File: config.mk
export PLATFORM = sky130hd
export DESIGN_NAME = gpio_top
export DESIGN_NICKNAME = d
export VERILOG_FILES = /design/src/design/pin_sync.v /design/src/design/wide_port.v /design/src/design/gpio_top.v
export VERILOG_INCLUDE_DIRS = /design/src /design/src/design
export SDC_FILE = /design/constraint.sdc
export NUM_CORES = 1
export LEC_CHECK = 0
export BUFFER_PORTS_ARGS = -buffer_cell sky130_fd_sc_hd__buf_4
export CORE_MARGIN = 2
export CORE_UTILIZATION = 43
export CTS_CLUSTER_DIAMETER = 150
export DETAILED_ROUTE_END_ITERATION = 12
export GPL_TIMING_DRIVEN = 0
export PLACE_DENSITY = 0.65
export RECOVER_POWER = 100
export SYNTH_ARGS = -nofsm -noshare
export SYNTH_HDL_FRONTEND = slang
export SYNTH_SLANG_ARGS = --single-unit
File: constraint.sdc
create_clock -name CLK -period 7.3 [get_ports CLK]
set_clock_uncertainty 0.05 [all_clocks]
set_input_delay 1.095 -clock CLK [delete_from_list [all_inputs] [get_ports CLK]]
set_output_delay 1.095 -clock CLK [all_outputs]
set_load 0.005 [all_outputs]
File: src/design/gpio_map.vh
`ifndef GPIO_MAP_VH
`define GPIO_MAP_VH

// register indices; byte address is four times the index
`define IDX_PA_DATA      6'h00
`define IDX_PB_DATA      6'h01
`define IDX_PA_DIR       6'h04
`define IDX_PB_DIR       6'h05
`define IDX_PD_DATA      6'h30
`define IDX_PD_DIR       6'h31
`define IDX_PD_PAD       6'h32
`define IDX_PD_SEL       6'h33

// address split of the bus word address
`define ADDR_IDX_HI      7
`define ADDR_IDX_LO      2
`define ADDR_ALIGN       2'b00

// port widths
`define WIDE_W           8
`define PD_W             6

// reset values of control registers
`define DIR_RESET        8'h00
`define PD_CFG_RESET     6'h00
`define PIN_RESET        8'h00
`define PD_PIN_RESET     6'h00

// unimplemented upper bits of the narrow port read back as this
`define PD_UNUSED_BITS   2'b00
`define RD_PAD_WIDE      24'h000000

// narrow port line decode of {direction, pad control}
`define PAD_IN_PULLUP    2'b00
`define PAD_IN_FLOAT     2'b01
`define PAD_PUSH_PULL    2'b10
`define PAD_OPEN_DRAIN   2'b11

// lines that the shared subsystem drives when selected (1, 3, 4, 5)
`define PD_ALT_DRIVES    6'h3A
// two-wire lines (4, 5) are open drain whenever selected
`define PD_ALT_OD        6'h30

`endif

File: src/design/pin_sync.v
`timescale 1ns/10ps
`default_nettype none
module pin_sync #(
    parameter WIDTH = 8
) (
    input  wire             clk,
    input  wire             rst,
    input  wire [WIDTH-1:0] pin_in,
    output reg  [WIDTH-1:0] level
);
    reg [WIDTH-1:0] s1_reg;
    reg [WIDTH-1:0] s2_reg;
    reg [WIDTH-1:0] s3_reg;
    wire [WIDTH-1:0] agree;

    // a bit only moves once the last two stages agree
    assign agree = ~(s2_reg ^ s3_reg);

    // three stages; first stage feeds only the second
    always @(posedge clk or posedge rst) begin
        if (rst) begin
            s1_reg <= {WIDTH{1'b0}};
            s2_reg <= {WIDTH{1'b0}};
            s3_reg <= {WIDTH{1'b0}};
            level  <= {WIDTH{1'b0}};
        end else begin
            s1_reg <= pin_in;
            s2_reg <= s1_reg;
            s3_reg <= s2_reg;
            level  <= (agree & s3_reg) | (~agree & level);
        end
    end
endmodule
`default_nettype wire

File: src/design/wide_port.v
`timescale 1ns/10ps
`default_nettype none
`include "gpio_map.vh"
module wide_port (
    input  wire                 clk,
    input  wire                 rst,
    input  wire [`WIDE_W-1:0]   wr_data,
    input  wire                 wr_latch,
    input  wire                 wr_dir,
    input  wire [`WIDE_W-1:0]   pin_in,
    output wire [`WIDE_W-1:0]   rd_data,
    output wire [`WIDE_W-1:0]   rd_dir,
    output reg  [`WIDE_W-1:0]   pin_out,
    output reg  [`WIDE_W-1:0]   pin_oe
);
    reg  [`WIDE_W-1:0] latch_reg;
    reg  [`WIDE_W-1:0] dir_reg;
    wire [`WIDE_W-1:0] pin_level;

    // data latch has no reset: its contents survive a reset
    always @(posedge clk) begin
        if (wr_latch) begin
            latch_reg <= wr_data;
        end
    end

    // direction bits, cleared by reset so every line is an input
    always @(posedge clk or posedge rst) begin
        if (rst) begin
            dir_reg <= `DIR_RESET;
        end else if (wr_dir) begin
            dir_reg <= wr_data;
        end
    end

    pin_sync #(
        .WIDTH (`WIDE_W)
    ) u_sync (
        .clk    (clk),
        .rst    (rst),
        .pin_in (pin_in),
        .level  (pin_level)
    );

    // output lines read the latch, input lines the sensed level
    assign rd_data = (dir_reg & latch_reg) | (~dir_reg & pin_level);
    assign rd_dir  = dir_reg;

    // pad drivers; value masked by direction so an unset latch never shows as unknown on an input line
    always @(posedge clk or posedge rst) begin
        if (rst) begin
            pin_out <= `PIN_RESET;
            pin_oe  <= `PIN_RESET;
        end else begin
            pin_out <= latch_reg & dir_reg;
            pin_oe  <= dir_reg;
        end
    end
endmodule
`default_nettype wire

File: src/design/gpio_top.v
// How it works
// - two eight-line ports and one six-line port, each line set in or out.
// - a line drives when its direction bit is one, else it is an input.
// - direction registers read back the value software last wrote.
// - reset clears every direction register, so all lines are inputs.
// - reset leaves the data latches as they were.
// - writing data to an input line only loads the latch, it stays undriven.
// - writing data to an output line loads the latch and drives the line.
// - reading an input line returns the level sensed on the pin.
// - reading an output line returns the latch, not the pin.
// - narrow decode: 00 pull-up in, 01 plain in, 10 push-pull, 11 drain.
// - a set select bit hands the narrow line to timer or two-wire logic.
// - select overrides direction for drive and for the data read-back; the 00 decode still picks pull-up, lines 4, 5 always drain.
//
// The APB register port was chosen for this implementation.
`timescale 1ns/10ps
`default_nettype none
`include "gpio_map.vh"
module gpio_top (
    input  wire                 CLK,
    input  wire                 RST,
    input  wire                 PSEL,
    input  wire                 PENABLE,
    input  wire                 PWRITE,
    input  wire [7:0]           PADDR,
    input  wire [31:0]          PWDATA,
    output reg  [31:0]          PRDATA,
    output reg                  PREADY,
    output reg                  PSLVERR,
    input  wire [`WIDE_W-1:0]   PA_IN,
    output wire [`WIDE_W-1:0]   PA_OUT,
    output wire [`WIDE_W-1:0]   PA_OE,
    input  wire [`WIDE_W-1:0]   PB_IN,
    output wire [`WIDE_W-1:0]   PB_OUT,
    output wire [`WIDE_W-1:0]   PB_OE,
    input  wire [`PD_W-1:0]     PD_IN,
    output reg  [`PD_W-1:0]     PD_OUT,
    output reg  [`PD_W-1:0]     PD_OE,
    output reg  [`PD_W-1:0]     PD_PULLUP,
    input  wire [`PD_W-1:0]     ALT_OUT,
    output reg  [`PD_W-1:0]     PD_ALT_IN
);
    // bus slave states
    localparam ST_IDLE = 1'b0;
    localparam ST_ACK  = 1'b1;

    reg                 state_reg;
    reg                 state_next;
    wire [5:0]          idx;
    wire                aligned;
    reg                 hit;
    reg  [`WIDE_W-1:0]  rd_byte;
    reg  [31:0]         prdata_next;
    reg                 pready_next;
    reg                 pslverr_next;
    wire                access;
    wire                commit;

    // write strobes
    wire                wr_pa_data;
    wire                wr_pb_data;
    wire                wr_pa_dir;
    wire                wr_pb_dir;
    wire                wr_pd_data;
    wire                wr_pd_dir;
    wire                wr_pd_pad;
    wire                wr_pd_sel;

    // read views of the wide ports
    wire [`WIDE_W-1:0]  pa_rd;
    wire [`WIDE_W-1:0]  pb_rd;
    wire [`WIDE_W-1:0]  pa_dir_rd;
    wire [`WIDE_W-1:0]  pb_dir_rd;

    // narrow port state
    reg  [`PD_W-1:0]    pd_latch_reg;
    reg  [`PD_W-1:0]    pd_dir_reg;
    reg  [`PD_W-1:0]    pd_pad_reg;
    reg  [`PD_W-1:0]    pd_sel_reg;
    wire [`PD_W-1:0]    pd_level;
    wire [`PD_W-1:0]    pd_rd;
    wire [`PD_W-1:0]    pd_out_next;
    wire [`PD_W-1:0]    pd_oe_next;
    wire [`PD_W-1:0]    pd_pull_next;

    // word index and alignment of the current address
    assign idx     = PADDR[`ADDR_IDX_HI:`ADDR_IDX_LO];
    assign aligned = (PADDR[1:0] == `ADDR_ALIGN);

    // access is the first access cycle, commit the completing edge
    assign access = PSEL & PENABLE & (state_reg == ST_IDLE);
    assign commit = PSEL & PENABLE & (state_reg == ST_ACK);

    // read mux; unmapped or unaligned words answer with an error
    always @* begin
        hit     = aligned;
        rd_byte = `DIR_RESET;
        case (idx)
            `IDX_PA_DATA: begin
                rd_byte = pa_rd;
            end
            `IDX_PB_DATA: begin
                rd_byte = pb_rd;
            end
            `IDX_PA_DIR: begin
                rd_byte = pa_dir_rd;
            end
            `IDX_PB_DIR: begin
                rd_byte = pb_dir_rd;
            end
            `IDX_PD_DATA: begin
                rd_byte = {`PD_UNUSED_BITS, pd_rd};
            end
            `IDX_PD_DIR: begin
                rd_byte = {`PD_UNUSED_BITS, pd_dir_reg};
            end
            `IDX_PD_PAD: begin
                rd_byte = {`PD_UNUSED_BITS, pd_pad_reg};
            end
            `IDX_PD_SEL: begin
                rd_byte = {`PD_UNUSED_BITS, pd_sel_reg};
            end
            default: begin
                hit = 1'b0;
            end
        endcase
    end

    // one wait state: answer is prepared in the first access cycle
    always @* begin
        state_next   = state_reg;
        prdata_next  = PRDATA;
        pready_next  = 1'b0;
        pslverr_next = 1'b0;
        case (state_reg)
            ST_IDLE: begin
                if (access) begin
                    state_next   = ST_ACK;
                    pready_next  = 1'b1;
                    pslverr_next = ~hit;
                    if (!PWRITE && hit) begin
                        prdata_next = {`RD_PAD_WIDE, rd_byte};
                    end else begin
                        prdata_next = 32'h00000000;
                    end
                end
            end
            ST_ACK: begin
                // transfer ends at this edge whatever the master does next
                state_next = ST_IDLE;
            end
            default: begin
                state_next = ST_IDLE;
            end
        endcase
    end

    always @(posedge CLK or posedge RST) begin
        if (RST) begin
            state_reg <= ST_IDLE;
            PRDATA    <= 32'h00000000;
            PREADY    <= 1'b0;
            PSLVERR   <= 1'b0;
        end else begin
            state_reg <= state_next;
            PRDATA    <= prdata_next;
            PREADY    <= pready_next;
            PSLVERR   <= pslverr_next;
        end
    end

    // writes land only on the edge that samples ready, never on errors
    assign wr_pa_data = commit & PWRITE & hit & (idx == `IDX_PA_DATA);
    assign wr_pb_data = commit & PWRITE & hit & (idx == `IDX_PB_DATA);
    assign wr_pa_dir  = commit & PWRITE & hit & (idx == `IDX_PA_DIR);
    assign wr_pb_dir  = commit & PWRITE & hit & (idx == `IDX_PB_DIR);
    assign wr_pd_data = commit & PWRITE & hit & (idx == `IDX_PD_DATA);
    assign wr_pd_dir  = commit & PWRITE & hit & (idx == `IDX_PD_DIR);
    assign wr_pd_pad  = commit & PWRITE & hit & (idx == `IDX_PD_PAD);
    assign wr_pd_sel  = commit & PWRITE & hit & (idx == `IDX_PD_SEL);

    // the two eight-line ports share one structure
    wide_port u_port_a (
        .clk      (CLK),
        .rst      (RST),
        .wr_data  (PWDATA[`WIDE_W-1:0]),
        .wr_latch (wr_pa_data),
        .wr_dir   (wr_pa_dir),
        .pin_in   (PA_IN),
        .rd_data  (pa_rd),
        .rd_dir   (pa_dir_rd),
        .pin_out  (PA_OUT),
        .pin_oe   (PA_OE)
    );

    wide_port u_port_b (
        .clk      (CLK),
        .rst      (RST),
        .wr_data  (PWDATA[`WIDE_W-1:0]),
        .wr_latch (wr_pb_data),
        .wr_dir   (wr_pb_dir),
        .pin_in   (PB_IN),
        .rd_data  (pb_rd),
        .rd_dir   (pb_dir_rd),
        .pin_out  (PB_OUT),
        .pin_oe   (PB_OE)
    );

    // narrow latch keeps its contents over reset; bits 7:6 dropped
    always @(posedge CLK) begin
        if (wr_pd_data) begin
            pd_latch_reg <= PWDATA[`PD_W-1:0];
        end
    end

    // narrow port configuration, cleared by reset
    always @(posedge CLK or posedge RST) begin
        if (RST) begin
            pd_dir_reg <= `PD_CFG_RESET;
            pd_pad_reg <= `PD_CFG_RESET;
            pd_sel_reg <= `PD_CFG_RESET;
        end else begin
            if (wr_pd_dir) begin
                pd_dir_reg <= PWDATA[`PD_W-1:0];
            end
            if (wr_pd_pad) begin
                pd_pad_reg <= PWDATA[`PD_W-1:0];
            end
            if (wr_pd_sel) begin
                pd_sel_reg <= PWDATA[`PD_W-1:0];
            end
        end
    end

    pin_sync #(
        .WIDTH (`PD_W)
    ) u_pd_sync (
        .clk    (CLK),
        .rst    (RST),
        .pin_in (PD_IN),
        .level  (pd_level)
    );

    // per-line masks as vectors so each line takes exactly one bit
    localparam [`PD_W-1:0] alt_drives = `PD_ALT_DRIVES;
    localparam [`PD_W-1:0] alt_od     = `PD_ALT_OD;

    // per-line pad decode for the narrow port
    genvar i;
    generate
        for (i = 0; i < `PD_W; i = i + 1) begin : g_pd
            wire       sel;
            wire       dir_eff;
            wire       drive_val;
            wire       od;
            wire [1:0] cfg;

            assign sel = pd_sel_reg[i];
            assign cfg = {pd_dir_reg[i], pd_pad_reg[i]};
            // select wins over the direction bit
            assign dir_eff = sel ? alt_drives[i]
                                 : pd_dir_reg[i];
            assign drive_val = sel ? ALT_OUT[i] : pd_latch_reg[i];
            // two-wire lines open drain whenever selected; otherwise pad bit decides
            assign od = (sel & alt_od[i])
                      | (dir_eff & pd_pad_reg[i]);
            // open drain only ever pulls low
            assign pd_oe_next[i] = dir_eff & (~od | ~drive_val);
            assign pd_out_next[i] = drive_val & ~od;
            // pull-up only in the 00 decode, select or not
            assign pd_pull_next[i] = (cfg == `PAD_IN_PULLUP);
            assign pd_rd[i] = dir_eff ? pd_latch_reg[i]
                                      : pd_level[i];
        end
    endgenerate

    // narrow pad drivers and subsystem input view, all registered
    always @(posedge CLK or posedge RST) begin
        if (RST) begin
            PD_OUT    <= `PD_PIN_RESET;
            PD_OE     <= `PD_PIN_RESET;
            PD_PULLUP <= `PD_PIN_RESET;
            PD_ALT_IN <= `PD_PIN_RESET;
        end else begin
            PD_OUT    <= pd_out_next & pd_oe_next; // masks unset latch
            PD_OE     <= pd_oe_next;
            PD_PULLUP <= pd_pull_next;
            PD_ALT_IN <= pd_level;
        end
    end
endmodule
`default_nettype wire

==> impl_metrics.tcl <==
set metrics [dict create \
    status "finished with violations" \
    violations "capacitance limit, slew limit" \
    setup_viol 0 \
    crit_path_frequent_cell "clkbuf_1" \
    grt_pass1_vias 4660 \
    multi_input_area_sq_mm 0.001934 \
    dieArea_sq_mm 0.01863 \
    area_growth_pct 25.00 \
    postSynth.asyncResetShare 0.8952 \
    worstMarginPinSlew_ns 3.704 \
    synth_edf_count 22 \
    maxCapViolations 4 \
    die_x_microns 136.5 \
    ys.warnings.count 0 \
    num_rows 48 \
    clock_sinks 210 \
    htree_levels 1 \
    remaining_drc_errors 0 \
    core_region_area_sq_mm 0.01724 \
    postCtsHoldBufs 0 \
    synth_flop_cell "dfrtp_1" \
    hp-class "flip-flop to flip-flop" \
    routedWlPerCell_microns 17.64 \
    routed_wl_mm 16.02 \
    vias 4565 \
    grt_pass1_wl_mm 25.52 \
    track_usage 0.1780 \
    crit_fanout 10 \
    drive_gt1_frac 0.2834 \
    netlist_instances 505 \
    syn-cell-area_sq_mm 0.007547 \
    num_io_pins 163 \
    grt-ovfl-total 0 \
    dp_hpwl_mm 11.11 \
    synth_area_leader_cell "dfrtp_1" \
    ant_nets 0 \
    start_util 0.4379 \
    clk_latency_ns 0.50 \
    synth-seq-cells 210 \
    critPathLaunch "PADDR[4]" \
    clock_path_buffers 3 \
    post_cts_buffers 0 \
    layoutNonFillerInstCount 908 \
    fmax_mhz 265.0 \
    yosys-top-cells-area "dfrtp_1, edfxtp_1, mux2_2, maj3_1, buf_4" \
    hold_viol 0 \
    irDropWorstVdd_uv 161.0 \
    critPathKind "primary input to flip-flop" \
    fin_tns_setup_ns 0 \
    port_buffers 112 \
    min-delay-start "u_port_b.u_sync.s1_reg[2]" \
    cts_tree "done" \
    relSlewSlack -1.483 \
    end_kind "flip-flop" \
    nets 739 \
    grt_max_degree 104 \
    drt_iter0_drc 235 \
    startpoint_type "primary input" \
    p_leak_uw 0.004257 \
    path_cells "clkbuf_1 -> clkbuf_1 -> or4_1 -> clkbuf_1 -> clkbuf_1 -> nor3_1" \
    syn_area_per_cell_sq_um 14.95 \
    yosysUniqueCellTypes 53 \
    ys_seq_area_frac 0.7109 \
    fin_crit_sh 0.5170 \
    arrival_ns 3.82 \
    synth_top_area_share 0.6233 \
    power-per-cell-area_mw_per_mm2 265.5 \
    placed_cells 867 \
    grt_antenna_before_repair 1 \
    layout_min_cycle_time_ns 3.774 \
    critical_path.slowest_cell "nor3_1" \
    die_y_microns 136.5 \
    reg2reg_from "PREADY" \
    postCtsResizedCells 0 \
    rsz0062_at_grt "false" \
    nFillCells 1428 \
    place.gp.congestion 0.8547 \
    cts_buffers 22 \
    cp.required_ns 7.34 \
    firstDrtPassIters 4 \
    worst_path_largest_cell_delay_ns 1.30 \
    register_area_sq_mm 0.005365 \
    path_clk_slew_ns 0.06 \
    maxSlewViolCount 109 \
    vias_per_cell 5.028 \
    cts_root_buf "clkbuf_16" \
]
## logic make-up (layout without fill, tap and decap cells)
| logic type | after synthesis | after routing | share of synthesized area |
|---|---|---|---|
| other cells | 1 | 26 | 0.0004969 |
| simple gates | 116 | 116 | 0.09317 |
| flops | 210 | 210 | 0.7109 |
| buf+inv | 46 | 199 | 0.03581 |
| mux | 52 | 52 | 0.07891 |
| compound gates | 58 | 58 | 0.05156 |
| fa+ha+maj | 22 | 22 | 0.02918 |
## report_power, final
group | leakage (uW) | switching, uW | internal [uW] | total (uW)
clock | 0.000389 | 434 | 732 | 1170
sequential | 0.00257 | 17.7 | 1220 | 1230
combinational | 0.00129 | 58.0 | 46.5 | 104
total | 0.00426 | 510 | 2000 | 2510
## layout by cell type (no fill, tap or decap), types with 4 or more instances in the layout
cell type | netlist | routed
dfrtp_1 | 188 | 188
clkbuf_4 | 0 | 87
clkbuf_1 | 12 | 34
buf_4 | 24 | 32
clkbuf_16 | 0 | 25
mux2_2 | 26 | 24
conb_1 | 1 | 24
maj3_1 | 22 | 22
edfxtp_1 | 22 | 22
nand2_1 | 20 | 20
nor3_1 | 17 | 19
mux2i_1 | 16 | 16
nor2_1 | 14 | 14
a21oi_1 | 13 | 13
o21ai_0 | 12 | 13
and2_0 | 0 | 13
mux2_1 | 2 | 10
inv_1 | 8 | 7
nor4_1 | 5 | 7
a211oi_1 | 7 | 7
clkinv_2 | 0 | 7
and3_1 | 6 | 6
nand3b_1 | 5 | 5
or3b_2 | 5 | 5
a32oi_1 | 5 | 5
o211ai_1 | 4 | 4
## final cells by class
cell class,instances,share of cell area
Inverter,8,0.003316
Timing Repair Buffer,114,0.08568
Multi-Input combinational cell,272,0.2050
Tap cell,225,0.02984
Antenna cell,2,0.0005305
Sequential cell,210,0.5687
Clock inverter,10,0.01326
Buffer,38,0.02467
Clock buffer,29,0.06897
## metrics by stage
stage / instance area (sq um) / worst slack (ns) / total power [uW] / hold WS (ns) / utilization
after floorplan: 7634 / 1.041 / 1311 / 0.2812 / -
after global placement: 8756 / -0.6915 / 1362 / 0.2819 / 0.5080
after detailed placement: 8803 / 3.520 / 1367 / 0.2847 / 0.5107
after CTS: 9579 / 3.994 / 2540 / 0.2979 / 0.5557
after global routing: 9429 / 3.224 / 2597 / 0.3042 / 0.5470
final: 9434 / 3.526 / 2505 / 0.2965 / 0.5473
## metal layers
layer / share of wire / track usage / vias to the layer above
met5: 0 / 0 / -
met4: 0.021 / 0.05382 / 0
met3: 0.075 / 0.04474 / 32
met2: 0.48 / 0.2781 / 135
met1: 0.43 / 0.2471 / 2319
li1: - / - / 2079
## path summary, 6_finish.rpt
kind                                             end  cells past startpoint  slack [ns]
setup / recovery               u_port_a.latch_reg[1]                      6        3.53
hold / removal             u_port_b.u_sync.s2_reg[2]                      0        0.30
setup reg to reg                  u_port_a.rd_dir[7]                      4        4.63
hold reg to reg            u_port_b.u_sync.s2_reg[2]                      0        0.30
max in group asynchronous                   PD_OE[2]                      2        3.88
min in group asynchronous  u_port_a.u_sync.s1_reg[1]                      2        1.67
## cells in the mapped netlist (all sizes together), types with 12 or more instances
master / instances
a21oi: 13
and2: 16
buf: 26
clkbuf: 12
dfrtp: 188
edfxtp: 22
maj3: 22
mux2: 36
mux2i: 16
nand2: 20
nor2: 14
nor3: 19
o21ai: 13
## critical path, delay by kind of cell
family,cells,cell delay [ns]
buffers and inverters,4,0.88
AND/OR/NAND/NOR,2,1.84
No activity file was read; power rests on OpenSTA's default activity.
